===== src/pkg/cwg_consts.svh =====
// Purpose: Named constants for the complementary waveform generator
// Assumes: Included by the package and the design modules
// Notes:   Definitions only
`ifndef CWG_CONSTS_SVH
`define CWG_CONSTS_SVH

`define DB_W 6
`define MODE_W 3
`define SEL_W 4
`define SRC_N 16
`define NOUT 4
`define NDB 2
`define DB_RISE 0
`define DB_FALL 1
`define OUT_A 0
`define OUT_B 1
`define OUT_C 2
`define OUT_D 3
`define PAIR_LO 0
`define PAIR_HI 1
`define MODE_DIR_BIT 0
`define DB_ONE 6'h01
`define DB_RST 6'h00
`define SRC_SPARE 2'h0

`endif


===== src/pkg/cwg_pkg.sv =====
// Purpose: Types shared by the waveform generator modules
// Assumes: cwg_consts.svh supplies widths
// Notes:   Mode codes follow the three-bit mode field
`include "cwg_consts.svh"

package cwg_pkg;

    typedef enum logic [`MODE_W-1:0] {
        MODE_STEER_ASYNC = 3'b000,
        MODE_STEER_SYNC = 3'b001,
        MODE_FULL_FWD = 3'b010,
        MODE_FULL_REV = 3'b011,
        MODE_HALF = 3'b100,
        MODE_PUSH_PULL = 3'b101,
        MODE_RSVD_A = 3'b110,
        MODE_RSVD_B = 3'b111
    } mode_type;

    typedef struct packed {
        logic en;
        logic in_prev;
        logic shut;
        logic hold;
        logic ld;
        logic [`DB_W-1:0] dbr;
        logic [`DB_W-1:0] dbf;
        logic [`NOUT-1:0] steer;
        logic dir;
        logic first;
        logic pp;
        logic [`NOUT-1:0] outs;
    } ctrl_state_type;

    typedef struct packed {
        logic [`DB_W-1:0] cnt;
    } db_state_type;

endpackage


===== src/pkg/db_if.sv =====
// Purpose: Link between the main logic and one dead-band counter
// Assumes: Single clock domain
// Notes:   reached is a pure function of counter state and value
`timescale 1ns/100ps
`include "cwg_consts.svh"

interface db_if;
    logic arm;
    logic [`DB_W-1:0] value;
    logic reached;
    modport counter (input arm, input value, output reached);
    modport user (output arm, output value, input reached);
endinterface


===== src/rtl/cwg_top.sv =====
// Purpose: Complementary waveform generator, four outputs
// Assumes: All inputs synchronous to mclk_i; control bits are
//          held by software-side registers outside this block
// Notes:   Outputs are registered, one clock after their cause
//
// Function
// - One selected input drives all waveforms
// - Per-output polarity bit, set means active-high
// - Polarity never touches override or steering
// - Two 6-bit counters, rising/reverse and falling/forward
// - Dead band counts clocks up to value
// - Half-bridge gap between true fall, inverted rise
// - Direction switches statics at next rising edge
// - Dead band only on first reversed pulse
// - Rising value delays A half, B full
// - Falling value delays B half, D full
// - Disabled: value writes load at once
// - Enabled: load request loads at falling edge
// - Too-short input gives no delayed pulse
// - Dead band accurate within one clock
// - Steering: steered follow input, others static
// - Polarity and shutdown act only on steered
// - Mode 000 applies steer bits immediately
// - Mode 001 applies steer bits on rise
// - Software shutdown holds while bit set
// - Auto-restart clears shutdown, resumes on rise
// - Active-low enabled sources force overrides
// - Shutdown not clearable while source active
// - Mode field decodes six modes, two reserved
// - Load request only once already enabled
// - Two level pairs set A/C and B/D
// - Full-bridge static and modulated output roles
// - Keeps running on its own clock
`timescale 1ns/100ps
`include "cwg_consts.svh"

module cwg_top (
    input wire logic mclk_i,
    input wire logic rst_i,
    input wire logic enable_i,
    input wire cwg_pkg::mode_type mode_i,
    input wire logic [`SEL_W-1:0] input_source_select_i,
    input wire logic remapped_input_pin_i,
    input wire logic [1:0] ccp_out_i,
    input wire logic [3:0] pwm_out_i,
    input wire logic oscillator_out_i,
    input wire logic comparator_one_result_i,
    input wire logic comparator_two_result_i,
    input wire logic [3:0] logic_cell_out_i,
    input wire logic timer_postscaled_tick_i,
    input wire logic shutdown_pin_i,
    input wire logic [`NOUT-1:0] output_invert_bit_i,
    input wire logic [`NOUT-1:0] output_steer_bit_i,
    input wire logic [`DB_W-1:0] rising_deadband_value_i,
    input wire logic [`DB_W-1:0] falling_deadband_value_i,
    input wire logic deadband_write_i,
    input wire logic buffer_load_request_i,
    input wire logic shutdown_set_i,
    input wire logic shutdown_clear_i,
    input wire logic auto_restart_i,
    input wire logic [`SEL_W-1:0] shutdown_source_select_i,
    input wire logic [1:0] override_level_first_pair_i,
    input wire logic [1:0] override_level_second_pair_i,
    output logic out_a_o,
    output logic out_b_o,
    output logic out_c_o,
    output logic out_d_o,
    output logic shutdown_o,
    output logic buffer_load_pending_o,
    output logic input_value_o
);
    import cwg_pkg::*;

    ctrl_state_type st_r;
    ctrl_state_type st_nxt;

    logic [`SRC_N-1:0] src_vec;
    logic [`SEL_W-1:0] sd_vec;
    logic in_s;
    logic sd_active;

    // ---------------------------------------------------------------
    // Input selection and shutdown sources
    // ---------------------------------------------------------------
    // Two spare codes read as a quiet low input
    assign src_vec = {`SRC_SPARE, logic_cell_out_i,
                      comparator_two_result_i, comparator_one_result_i,
                      oscillator_out_i, pwm_out_i, ccp_out_i,
                      remapped_input_pin_i};

    assign in_s = src_vec[input_source_select_i];

    assign sd_vec = {shutdown_pin_i, timer_postscaled_tick_i,
                     comparator_two_result_i, comparator_one_result_i};

    // Level sensitive, active low, gated by the source enables
    assign sd_active = |(shutdown_source_select_i & ~sd_vec);

    // ---------------------------------------------------------------
    // Dead-band counters
    // ---------------------------------------------------------------
    db_if dbi [`NDB] ();

    generate
        for (genvar g = 0; g < `NDB; g++) begin : g_db
            cwg_deadband u_db (
                .mclk_i(mclk_i),
                .rst_i(rst_i),
                .port(dbi[g].counter)
            );
        end
    endgenerate

    assign dbi[`DB_RISE].value = st_r.dbr;
    assign dbi[`DB_FALL].value = st_r.dbf;

    logic rise_ok;
    logic fall_ok;
    logic arm_rise;
    logic arm_fall;

    assign rise_ok = dbi[`DB_RISE].reached;
    assign fall_ok = dbi[`DB_FALL].reached;
    assign dbi[`DB_RISE].arm = arm_rise;
    assign dbi[`DB_FALL].arm = arm_fall;

    // ---------------------------------------------------------------
    // Next state
    // ---------------------------------------------------------------
    logic rise;
    logic fall;
    logic steer_mode;
    logic full_mode;
    logic over_act;
    logic [`NOUT-1:0] mod_v;
    logic [`NOUT-1:0] ovr_v;

    assign rise = in_s & ~st_r.in_prev;
    assign fall = ~in_s & st_r.in_prev;

    always_comb begin
        st_nxt = st_r;
        st_nxt.en = enable_i;
        // Inputs treated as already in this clock domain
        st_nxt.in_prev = in_s;
        steer_mode = 1'b0;
        full_mode = 1'b0;
        arm_rise = 1'b0;
        arm_fall = 1'b0;
        mod_v = '0;
        ovr_v = '0;

        unique case (mode_i)
            MODE_STEER_ASYNC, MODE_STEER_SYNC: steer_mode = 1'b1;
            MODE_FULL_FWD, MODE_FULL_REV: full_mode = 1'b1;
            MODE_HALF, MODE_PUSH_PULL: steer_mode = 1'b0;
            MODE_RSVD_A, MODE_RSVD_B: steer_mode = 1'b0;
        endcase

        // Dead-band buffers
        if (!enable_i && deadband_write_i) begin
            st_nxt.dbr = rising_deadband_value_i;
            st_nxt.dbf = falling_deadband_value_i;
        end
        if (fall && st_r.ld && enable_i) begin
            st_nxt.dbr = rising_deadband_value_i;
            st_nxt.dbf = falling_deadband_value_i;
            st_nxt.ld = 1'b0;
        end
        if (!enable_i) begin
            st_nxt.ld = 1'b0;
        end
        // Request in the enabling write is ignored; set beats clear
        if (buffer_load_request_i && st_r.en && enable_i) begin
            st_nxt.ld = 1'b1;
        end

        // Steering update
        if (mode_i == MODE_STEER_SYNC) begin
            if (rise) begin
                st_nxt.steer = output_steer_bit_i;
            end
        end else begin
            st_nxt.steer = output_steer_bit_i;
        end

        // Full-bridge direction, latched on a rising input
        if (!full_mode || !enable_i) begin
            st_nxt.dir = mode_i[`MODE_DIR_BIT];
            st_nxt.first = 1'b0;
        end else if (rise) begin
            st_nxt.dir = mode_i[`MODE_DIR_BIT];
            if (mode_i[`MODE_DIR_BIT] != st_r.dir) begin
                st_nxt.first = 1'b1;
            end
        end else if (fall) begin
            st_nxt.first = 1'b0;
        end

        // Shutdown; a set in the same cycle as a clear wins
        if (shutdown_clear_i && !sd_active) begin
            st_nxt.shut = 1'b0;
        end
        if (auto_restart_i && !sd_active && !shutdown_set_i) begin
            st_nxt.shut = 1'b0;
        end
        if (shutdown_set_i || sd_active) begin
            st_nxt.shut = 1'b1;
        end
        // Overrides stay until the first rise after the clear
        if (st_nxt.shut) begin
            st_nxt.hold = 1'b1;
        end else if (rise) begin
            st_nxt.hold = 1'b0;
        end
        over_act = st_nxt.shut | st_nxt.hold;

        // Push-pull sequencer: first pulse on A
        if (!enable_i || over_act) begin
            st_nxt.pp = 1'b0;
        end else if (fall && mode_i == MODE_PUSH_PULL) begin
            st_nxt.pp = ~st_r.pp;
        end

        // Active-high modulated levels before polarity
        unique case (mode_i)
            MODE_STEER_ASYNC, MODE_STEER_SYNC: begin
                mod_v = {`NOUT{in_s}};
            end
            MODE_FULL_FWD, MODE_FULL_REV: begin
                if (!st_nxt.dir) begin
                    arm_fall = in_s & st_nxt.first;
                    mod_v[`OUT_A] = 1'b1;
                    mod_v[`OUT_D] = st_nxt.first ?
                                    (arm_fall & fall_ok) : in_s;
                end else begin
                    arm_rise = in_s & st_nxt.first;
                    mod_v[`OUT_C] = 1'b1;
                    mod_v[`OUT_B] = st_nxt.first ?
                                    (arm_rise & rise_ok) : in_s;
                end
            end
            MODE_HALF: begin
                arm_rise = in_s;
                arm_fall = ~in_s;
                // Each side waits out its count after the other drops
                mod_v[`OUT_A] = arm_rise & rise_ok;
                mod_v[`OUT_B] = arm_fall & fall_ok;
                mod_v[`OUT_C] = mod_v[`OUT_A];
                mod_v[`OUT_D] = mod_v[`OUT_B];
            end
            MODE_PUSH_PULL: begin
                mod_v[`OUT_A] = in_s & ~st_nxt.pp;
                mod_v[`OUT_B] = in_s & st_nxt.pp;
                mod_v[`OUT_C] = mod_v[`OUT_A];
                mod_v[`OUT_D] = mod_v[`OUT_B];
            end
            MODE_RSVD_A, MODE_RSVD_B: begin
                mod_v = '0;
            end
        endcase

        ovr_v[`OUT_A] = override_level_first_pair_i[`PAIR_LO];
        ovr_v[`OUT_C] = override_level_first_pair_i[`PAIR_HI];
        ovr_v[`OUT_B] = override_level_second_pair_i[`PAIR_LO];
        ovr_v[`OUT_D] = override_level_second_pair_i[`PAIR_HI];

        for (int i = 0; i < `NOUT; i++) begin
            if (!enable_i) begin
                st_nxt.outs[i] = 1'b0;
            end else if (steer_mode && !st_nxt.steer[i]) begin
                // Unsteered pins ignore polarity and shutdown
                st_nxt.outs[i] = 1'b0;
            end else if (over_act) begin
                st_nxt.outs[i] = ovr_v[i];
            end else begin
                st_nxt.outs[i] = output_invert_bit_i[i] ?
                                 mod_v[i] : ~mod_v[i];
            end
        end
    end

    // ---------------------------------------------------------------
    // State register
    // ---------------------------------------------------------------
    // No gating here: runs on any clock chosen upstream, also in sleep
    always_ff @(posedge mclk_i or posedge rst_i) begin
        if (rst_i) begin
            st_r <= '0;
        end else begin
            st_r <= st_nxt;
        end
    end

    // ---------------------------------------------------------------
    // Outputs
    // ---------------------------------------------------------------
    assign out_a_o = st_r.outs[`OUT_A];
    assign out_b_o = st_r.outs[`OUT_B];
    assign out_c_o = st_r.outs[`OUT_C];
    assign out_d_o = st_r.outs[`OUT_D];
    assign shutdown_o = st_r.shut;
    assign buffer_load_pending_o = st_r.ld;
    assign input_value_o = st_r.in_prev;

endmodule // cwg_top


===== src/rtl/cwg_deadband.sv =====
// Purpose: One 6-bit dead-band counter
// Assumes: arm is a level from the owning module
// Notes:   Counts clock periods from zero while armed
`timescale 1ns/100ps
`include "cwg_consts.svh"

module cwg_deadband (
    input wire logic mclk_i,
    input wire logic rst_i,
    db_if.counter port
);
    import cwg_pkg::*;

    db_state_type st_r;
    db_state_type st_nxt;

    // ---------------------------------------------------------------
    // Counter
    // ---------------------------------------------------------------
    always_comb begin
        st_nxt = st_r;
        if (!port.arm) begin
            st_nxt.cnt = `DB_RST;
        end else if (st_r.cnt < port.value) begin
            st_nxt.cnt = st_r.cnt + `DB_ONE;
        end
    end

    // Compare with >= so a value lowered mid-count cannot stall it
    assign port.reached = (st_r.cnt >= port.value);

    always_ff @(posedge mclk_i or posedge rst_i) begin
        if (rst_i) begin
            st_r <= '0;
        end else begin
            st_r <= st_nxt;
        end
    end

endmodule // cwg_deadband


===== config.mk =====
export PLATFORM = sky130hd
export DESIGN_NAME = cwg_top
export DESIGN_NICKNAME = d
export VERILOG_FILES = /design/src/pkg/cwg_pkg.sv /design/src/pkg/db_if.sv /design/src/rtl/cwg_top.sv /design/src/rtl/cwg_deadband.sv
export VERILOG_INCLUDE_DIRS = /design/src /design/src/pkg
export SDC_FILE = /design/constraint.sdc
export NUM_CORES = 1
export LEC_CHECK = 0
export ABC_AREA = 1
export BUFFER_PORTS_ARGS = -buffer_cell sky130_fd_sc_hd__buf_2
export CAP_MARGIN = 40
export CORE_ASPECT_RATIO = 0.5
export CORE_MARGIN = 1
export CORE_UTILIZATION = 35
export DETAILED_ROUTE_END_ITERATION = 7
export MAX_ROUTING_LAYER = met4
export PLACE_DENSITY = 0.57
export SETUP_SLACK_MARGIN = 0.02
export SLEW_MARGIN = 0
export SYNTH_ARGS = -nofsm -noshare
export SYNTH_HDL_FRONTEND = slang
export SYNTH_HIERARCHICAL = 1
export SYNTH_SLANG_ARGS = --single-unit

===== constraint.sdc =====
create_clock -name mclk_i -period 1.85 [get_ports mclk_i]
set_input_delay 0.0925 -clock mclk_i [delete_from_list [all_inputs] [get_ports mclk_i]]
set_output_delay 0.0925 -clock mclk_i [all_outputs]
set_load 0.005 [all_outputs]

# --- Yosys cells after proc, flatten, opt, wreduce, memory -nomap -nowiden ---
# Cells that the tools add are included.
word_totals:
  reg_bits: 40
  wordCells: 134
classes:
  n_addsub: 2
  magnitude_cmp: 5
  n_eq_ne: 11
  n_mux: 52
  bitwise_logic: 20
  n_reduce_logical: 30
ops:
  columns: ["operator", "n"]
  rows:
  - ["2-to-1 mux 1 bit", 38]
  - ["2-to-1 mux 6 bit", 4]
  - ["one-hot mux 4 bit (5 select lines)", 1]
  - ["logical AND 1 bit", 13]
  - ["2-to-1 mux 13 bit", 1]
  - ["adder 6 x 1 -> 6 bit (second input constant)", 2]
  - ["== test 3 bit (second input constant)", 4]
  - ["greater-or-equal comparator 6 bit", 2]
  - ["less-than comparator 6 bit", 2]
  - ["2-to-1 mux 12 bit", 1]
  - ["AND 1 bit", 9]
  - ["logical NOT 1 bit", 8]
  - ["2-to-1 mux 4 bit", 2]
  - ["inverter 1 bit", 8]
  - ["== test 3 x 2 -> 1 bit (second input constant)", 2]
  - ["OR reduction 2 bit", 3]
  - ["less-than comparator 4 x 5 -> 1 bit (second input constant)", 1]
  - ["AND 4 bit", 1]
  - ["binary-select mux 1 bit (select 4 bit)", 1]
  - ["2-to-1 mux 2 bit", 2]
  - ["!= test 2 bit (second input constant)", 2]
  - ["inverter 4 bit", 1]
  - ["one-hot mux 1 bit (2 select lines)", 2]
  - ["OR reduction 4 bit", 1]
  - ["7 further kinds", 9]

# --- Longest topological paths before layout ---
# Gate-level depths: netlist of the first run.
depth:
  depth_word: 20
  mapped_depth: 21

# --- Cells and area by module ---
# The synthesis of the first run kept the hierarchy.
modules_own_cells:
  columns: ["mod", "n_inst", "cells_per_inst", "area_each_um2", "seq_area_each_um2"]
  rows:
  - ["cwg_top", 1, 206, 1674.1, 700.7]
  - ["cwg_deadband", 2, 74, 530.5, 150.1]

# --- Least setup slack after synthesis of the first run ---
# Ideal clock, no wire load.
synth_path:
  path_kind: "reg-to-reg"
  start: "register g_db[0].u_db/st_r[5] in the netlist's numbering"
  end: "register st_r (netlist bit out_a_o)"
  t_arrival_ns: 1.748
  required_time_ns: 1.733
  path_slack_ns: -0.015
  path_stages_with_launch: 13
  n_path_buf: 0
  period_less_slack_ns: 1.865
  cell_sequence: "dfrtp_1 -> ha_1 -> a21oi_2 -> nand2_2 -> nor2_4 -> nand2_1 -> nand4_1 -> a21boi_2 -> nand3_2 -> nand2_1 -> nand2_1 -> o21ai_1 -> inv_1"
synth_rtl:
  columns: ["element", "line", "rtl"]
  rows:
  - ["from (decl)", "cwg_deadband.sv:14", "db_state_type st_r;"]
  - ["from (signal assigned)", "cwg_deadband.sv:36", "st_r <= st_nxt;"]
  - ["to (signal assigned)", "cwg_top.sv:291", "st_r <= st_nxt;"]
  - ["to (decl)", "cwg_top.sv:74", "ctrl_state_type st_r;"]

==> results by group, run 1 <==
Setup path
  – WS Path Type: register to register
  – Buf+Inv Stages, Crit Path: 2
  – Delay of the slowest critical-path stage: 0.41 ns
  – WP data arrival: 2.01 ns
  – Crit path from: g_db[0].u_db/st_r[2]
  – Setup crit start kind: register
  – R2R Setup Slk: around 0.017 ns
  – CP top delay family: simple AND/OR/NAND/NOR gates
  – Slowest cell on crit path: dfrtp_1
  – R2R Path End: out_a_o
  – CP Capture Point: out_a_o
  – Req. time, crit path: 2.02 ns
  – Worst r2r path cells: 14
  – CP cell instances: ha_1 -> nand2_2 -> nor2_2 -> nand2_2 -> inv_2 -> nor2_4 -> nand2_2 -> nand4_1 -> a21boi_2 -> nand3_2 -> nand2_1 -> nand2_1 -> o21ai_1 -> inv_1
  – Most frequent CP cell: nand2_2
  – Worst Path Max Fanout: 2
  – Setup crit end kind: register
  – Crit path depth: 14
  – FF-to-FF Start: g_db[0].u_db/st_r[2]

Clocking
  – Clock transition at path regs: 0.06 ns
  – Worst-case clock buffer depth: 2
  – Clock Latency Late Sink: 0.28 ns
  – H-tree Lvls: 2
  – Clock root buffer: clkbuf_16
  – CTS tree: built
  – CTS Buf Count: 5
  – Clock net sink count: 40

Timing
  – Max Freq: 0.546 GHz
  – Hold Fails Final Rpt: 0
  – Min Tclk post-route: 1.83 ns
  – Unrepaired setup endpoints after global routing: yes
  – Slew HR: 0.792
  – Final Cycle Share: 0.991
  – Worst slew pin tran: roughly 0.31 ns
  – Setup TNS: 0 ns
  – Slew Viols, Final: 0
  – Hold slack: 0.0239 ns
  – Clk_skew: 0.00410 ns
  – Final setup margin: approximately 0.017 ns
  – Setup Viol. Count Final: 0

Detailed routing
  – Drt drc: 0
  – Detailed Routing Iterations Pass 1: 4
  – Final WL: 6.28 mm
  – Number of vias per cell: ~4.5
  – Post-detailed-route wirelength per cell: 11.2 um
  – Initial DRC count: 87
  – ANT nets after route: 0
  – Via count: 2497

Flow run
  – Max_cap viols: 0

Logic synthesis
  – Synth Net Count: approximately 430
  – Count of different cell masters after synthesis: 35
  – Mapped Cells: 354
  – Syn_area_per_cell: 7.73 um^2
  – Adder-cell share of the synthesized area: 0.0640
  – XOR/XNOR Fraction of Synth Area: 0.00961
  – EDFF count, synth: 0
  – #FFs+latches synth: 40
  – Main combinational cell family by area after synthesis: simple AND/OR/NAND/NOR gates
  – Seq/Total Area, Yosys: 0.366
  – Area share of and/or/nand/nor cells after synthesis: 0.329
  – Multiplexer share of the synthesized area: 0.0618
  – Yosys warns: 6
  – Top FF cell, synth: dfrtp_1
  – Post-synth ARST share: 1.00
  – Mapped cell area: 2740 um^2
  – Synth Area in Compound Gates: 0.0558

GRT
  – Initial antenna violation count: 0
  – Vias in the first global route: 2386
  – Grt met3 use: 0.0322
  – GRT met1 Usage: 0.242
  – Total GRT Usage: 0.172
  – Gr busiest metal: met2
  – First-pass GRT wire length: 10.8 mm
  – Pin count of the biggest net entering global routing: 24
  – M2 GR Usage: 0.259
  – Global route overflow: 0

Run status
  – Status: finished clean

Place
  – Dpl ws: -0.0751 ns
  – Routability Congestion: 0.765
  – Placed Area: 3420 um^2
  – HPWL Detailed: 5.05 mm
  – Placed cell count: roughly 550
  – IO buf count: 65

Layout
  – Post-Layout Cell Count: ~560
  – Fill count: 737
  – Non-Filler Cell Area, Final: between 3000 and 4000 um^2
  – Share of layout cells above drive strength 1: 0.384
  – Commonest non-fill, non-tap cell in the layout: buf_2
  – Util after Layout: 0.502
  – # diodes: 0
  – Area delta synth->final: 36.3%
  – Commonest cells after routing, fill and taps aside: buf_2, nand2_1, inv_1
  – Nets: ~540

Die
  – Die Width: 127 um
  – Io pins: 66
  – Die Area: 8190 um^2
  – Die Y: 64.5 um
  – Cell Rows: 22
  – Placeable Area: 7430 um^2
  – Initial Util: 0.368

Pwr
  – PwrDens: between 600 and 700 nW/um^2
  – Total chip power: approximately 2.5 mW
  – Leakage power figure: approximately 2.1 nW
  – Maximum vdd ir drop: 0.000354 V

Hold path
  – Hold WC Path Type: primary input to register
==> per-layer routing <==
layer,routed length [um],part of all wire,up-vias
met3,149,0.024,5
li1,-,-,1343
met5,0,0,-
met4,38,0.0060,0
met2,2670,0.42,27
met1,3430,0.55,1122
==> layout make-up <==
type,count,area [um^2],share of cell area
well taps,96,120,0.0322
clock inverters,3,42.5,0.0114
repair buffers,106,636,0.170
flip-flops and latches,40,1000,0.268
clock buffers,5,125,0.0336
multi-input cells,237,1530,0.411
inverters,72,273,0.0732
==> cell families after synthesis <==
family	Yosys count
AOI/OAI and AO/OA	22
xor gates and xnor gates	3
adders and majority gates	14
buffers and inverters	77
DFF	40
muxes	15
and+or+nand+nor	183
==> how the worst min path moves through the flow <==
stage | cells past startpoint | endpoint | slack (ns) | startpoint
after floorplan | 1 | g_db[0].u_db/st_r[0] | -0.12 | rst_i
after detailed placement | 2 | dbi[1].value[3] | 0.06 | rst_i
after global routing | 2 | dbi[0].value[4] | 0.02 | rising_deadband_value_i[4]
final | 2 | dbi[0].value[4] | 0.02 | rising_deadband_value_i[4]
after global placement | 2 | dbi[1].value[3] | 0.05 | rst_i
after CTS | 2 | dbi[0].value[4] | 0.02 | rising_deadband_value_i[4]
==> synthesized netlist by cell type, types with 2 or more instances <==
master,instances,area (um^2)
inv_2,2,7.51
buf_2,3,15.0
nand3_1,48,240
inv_1,69,259
nand3_2,4,40.0
o21ai_1,2,10.0
nand4_1,7,43.8
buf_6,2,22.5
nor2_1,27,101
dfrtp_1,40,1000
o21ai_0,7,35.0
mux2_2,10,113
nor3_1,3,15.0
a21o_1,2,15.0
nand2_2,17,106
nand2_1,66,248
ha_1,14,175
o22ai_1,2,12.5
mux2_1,5,56.3
nor2_4,3,33.8
nor2_2,3,18.8
o21a_1,2,15.0
xor2_1,3,26.3
a21oi_2,2,17.5
==> report_power, final <==
part           internal [mW]  switching, mW
logic                  0.251          0.281
clock network          0.633          0.345
registers              0.943         0.0357
==> timing repair <==
action	in CTS	in global routing
endpoints found under the hold margin	17	0
setup buffers	0	5
setup endpoints to repair	4	11
hold buffers	1	0
resized for setup	4	19
pin swaps	3	17
==> flip-flops by register name, summed over array words and instances (netlist names) <==
register,cells
st_r,9
out_d_o,1
out_b_o,1
out_a_o,1
g_db.u_db/st_r,12
dbi.value,12
input_value_o,1
shutdown_o,1
buffer_load_pending_o,1
out_c_o,1
(Power assumes the default switching activity.)
==> run 2: changes to the inputs <==
--- a/config.mk
+++ b/config.mk
@@ -7,7 +7,7 @@
 export NUM_CORES = 1
 export LEC_CHECK = 0
 export ABC_AREA = 1
-export BUFFER_PORTS_ARGS = -buffer_cell sky130_fd_sc_hd__buf_2
+export BUFFER_PORTS_ARGS = -buffer_cell sky130_fd_sc_hd__buf_4
 export CAP_MARGIN = 40
 export CORE_ASPECT_RATIO = 0.5
 export CORE_MARGIN = 1
==> run 2 against run 1 <==
Net effect: core utilization increased by 1.1 points; largest power group unchanged; clock-buffer cell count rose by 1; fmax decreased by 0.13%; clock power down 15%; die area is the same.
==> results by group, run 2 (same netlist as run 1, synthesis figures left out) <==
GRT
  – Total GRT Usage: 0.174 (+0.00205)
  – Pin count of the biggest net entering global routing: 29 (+21%)
  – Initial antenna violation count: 0 (unchanged)
  – Global route overflow: 0 (unchanged)
  – First-pass GRT wire length: 10.8 mm (+0.44%)
  – Vias in the first global route: 2370 (-0.67%)

Pwr
  – Pint: 1.70 mW (-6.8%)
  – Leakage power figure: 2.15 nW (+2.1%)
  – Net Sw Frac: 0.275 (+0.00877)
  – Sequential fraction of design power: 0.417 (+0.024)
  – Clock power frac: 0.355 (-0.038)
  – NetSw: 0.644 mW (-2.6%)
  – Combinational share of power: 0.228 (+0.014)
  – Total chip power: 2.35 mW (-5.7%)
  – Maximum vdd ir drop: 0.000371 V (+4.7%)
  – PwrDens: 617 nW/um^2 (-7.7%)

Setup path
  – Req. time, crit path: 2.03 ns (about the same)
  – FF-to-FF Start: dbi[0].value[4]
  – WS Path Type: register to register
  – WP data arrival: 2.01 ns (about the same)
  – Worst Path Max Fanout: 2 (unchanged)
  – Crit path from: dbi[0].value[4]
  – Setup crit end kind: register
  – Setup crit start kind: register

Clocking
  – Worst-case clock buffer depth: 2 (unchanged)
  – H-tree Lvls: 2 (unchanged)
  – Clock transition at path regs: 0.06 ns (about the same)
  – CTS Buf Count: 5 (unchanged)
  – Clock root buffer: clkbuf_16
  – Clock net sink count: 40 (unchanged)
  – CTS tree: built
  – Clock Latency Late Sink: 0.29 ns (about the same)

Place
  – Placed cell count: 542 (-0.55%)
  – Routability Congestion: 0.799 (+4.5%)
  – HPWL Detailed: 4.95 mm (-2.1%)
  – IO buf count: 65 (unchanged)

Layout
  – Commonest non-fill, non-tap cell in the layout: buf_4
  – Fill count: 753 (+2.2%)
  – Share of layout cells above drive strength 1: 0.362 (-0.0222)
  – Area delta synth->final: 39.2%
  – Util after Layout: 0.512 (+0.0106)
  – Nets: 534 (-0.19%)
  – Post-Layout Cell Count: 557 (-0.36%)
  – Commonest cells after routing, fill and taps aside: buf_4, inv_1, nand2_1
  – # diodes: 0 (unchanged)

Die
  – Die Area: 8190 um^2 (unchanged)
  – Die Y: 64.5 um (unchanged)
  – Placeable Area: 7430 um^2 (unchanged)
  – Initial Util: 0.368 (unchanged)
  – Die Width: 127 um (unchanged)
  – Cell Rows: 22 (unchanged)
  – Io pins: 66 (unchanged)

Timing
  – Max Freq: 0.545 GHz (-0.13%)
  – Unrepaired setup endpoints after global routing: yes
  – Setup TNS: 0 ns (unchanged)
  – Final Cycle Share: 0.992 (+0.00127)
  – Min Tclk post-route: 1.84 ns (+0.00235 ns)
  – Setup Viol. Count Final: 0 (unchanged)
  – Hold slack: 0.0229 ns (-0.000959 ns)
  – Worst slew pin tran: 0.378 ns (+0.0660 ns)
  – Hold Fails Final Rpt: 0 (unchanged)
  – Slew HR: 0.748 (-0.0440)
  – Slew Viols, Final: 0 (unchanged)
  – Clk_skew: 0.00490 ns (+0.000802 ns)

Detailed routing
  – Post-detailed-route wirelength per cell: 11.3 um (+1.0%)
  – Number of vias per cell: 4.50 (+0.72%)
  – ANT nets after route: 0 (unchanged)
  – Detailed Routing Iterations Pass 1: 4 (unchanged)
  – Drt drc: 0 (unchanged)
  – Final WL: 6.32 mm (+0.64%)
  – Via count: 2506 (+0.36%)
  – Initial DRC count: 158 (+82%)

Flow run
  – Max_cap viols: 0 (unchanged)

Hold path
  – Hold path start: falling_deadband_value_i[0]
  – Hold WC Path Type: primary input to register

Run status
  – Status: finished clean
==> run 2: per-layer routing <==
metal,share of wire,global-route usage
met4,0.012,0.0491
met2,0.43,0.262
met3,0.031,0.0339
met1,0.53,0.237
met5,0,-
==> run 2: what timing repair did <==
item / 4_1_cts / 5_1_grt
hold buffers: 2 / 0
gates resized for setup: 2 / 11
setup buffers: 0 / 6
endpoints found under the hold margin: 41 / 0
pin swaps: 5 / 11
setup endpoints to repair: 4 / 16
==> run 2: power groups by stage <==
stage          logic (mW)  clock network, mW  registers (mW)
2_1_floorplan       0.308                  0           0.985
3_3_place_gp        0.509                  0           0.993
3_5_place_dp        0.513                  0           0.992
4_1_cts             0.521              0.860           0.978
5_1_grt             0.603              0.889           0.989
6_report            0.536              0.833           0.979
==> run 2: metrics by stage <==
| stage | area [um^2] | setup WS (ns) |
|---|---|---|
| 6_report | 3810 | 0.0146 |
| 3_5_place_dp | 3560 | -0.134 |
| 3_3_place_gp | 3560 | -0.139 |
| 2_1_floorplan | 2750 | 0.0376 |
| 5_1_grt | 3810 | -0.158 |
| 4_1_cts | 3720 | -0.0147 |
==> run 2: worst paths after layout <==
path / slack (ns) / endpoint / cells past startpoint
setup / recovery: 0.01 / out_a_o / 15
hold / removal: 0.02 / dbi[1].value[0] / 2
setup reg to reg: 0.01 / out_a_o / 15
hold reg to reg: 0.49 / dbi[1].value[5] / 1
max in group asynchronous: 1.07 / st_r[9] / 4
min in group asynchronous: 0.34 / g_db[0].u_db/st_r[3] / 3
==> run 2: critical path, cell delays in order (launching register included) <==
cell,delay (ns)
dfrtp_1,0.35
inv_1,0.05
ha_1,0.29
nand2_2,0.09
nor2_2,0.05
nand2_2,0.07
inv_2,0.04
nor2_4,0.10
nand2_2,0.06
nand4_1,0.08
a21boi_2,0.18
nand3_2,0.09
nand2_1,0.07
nand2_1,0.04
o21ai_1,0.11
inv_1,0.04
==> run 2: layout make-up <==
class	instances	area, um^2	share of cell area
clock buffers	6	129	0.0338
clock inverters	1	5.00	0.00131
inverters	72	273	0.0716
multi-input cells	237	1490	0.390
flip-flops and latches	40	1000	0.263
well taps	96	120	0.0315
repair buffers	105	793	0.208
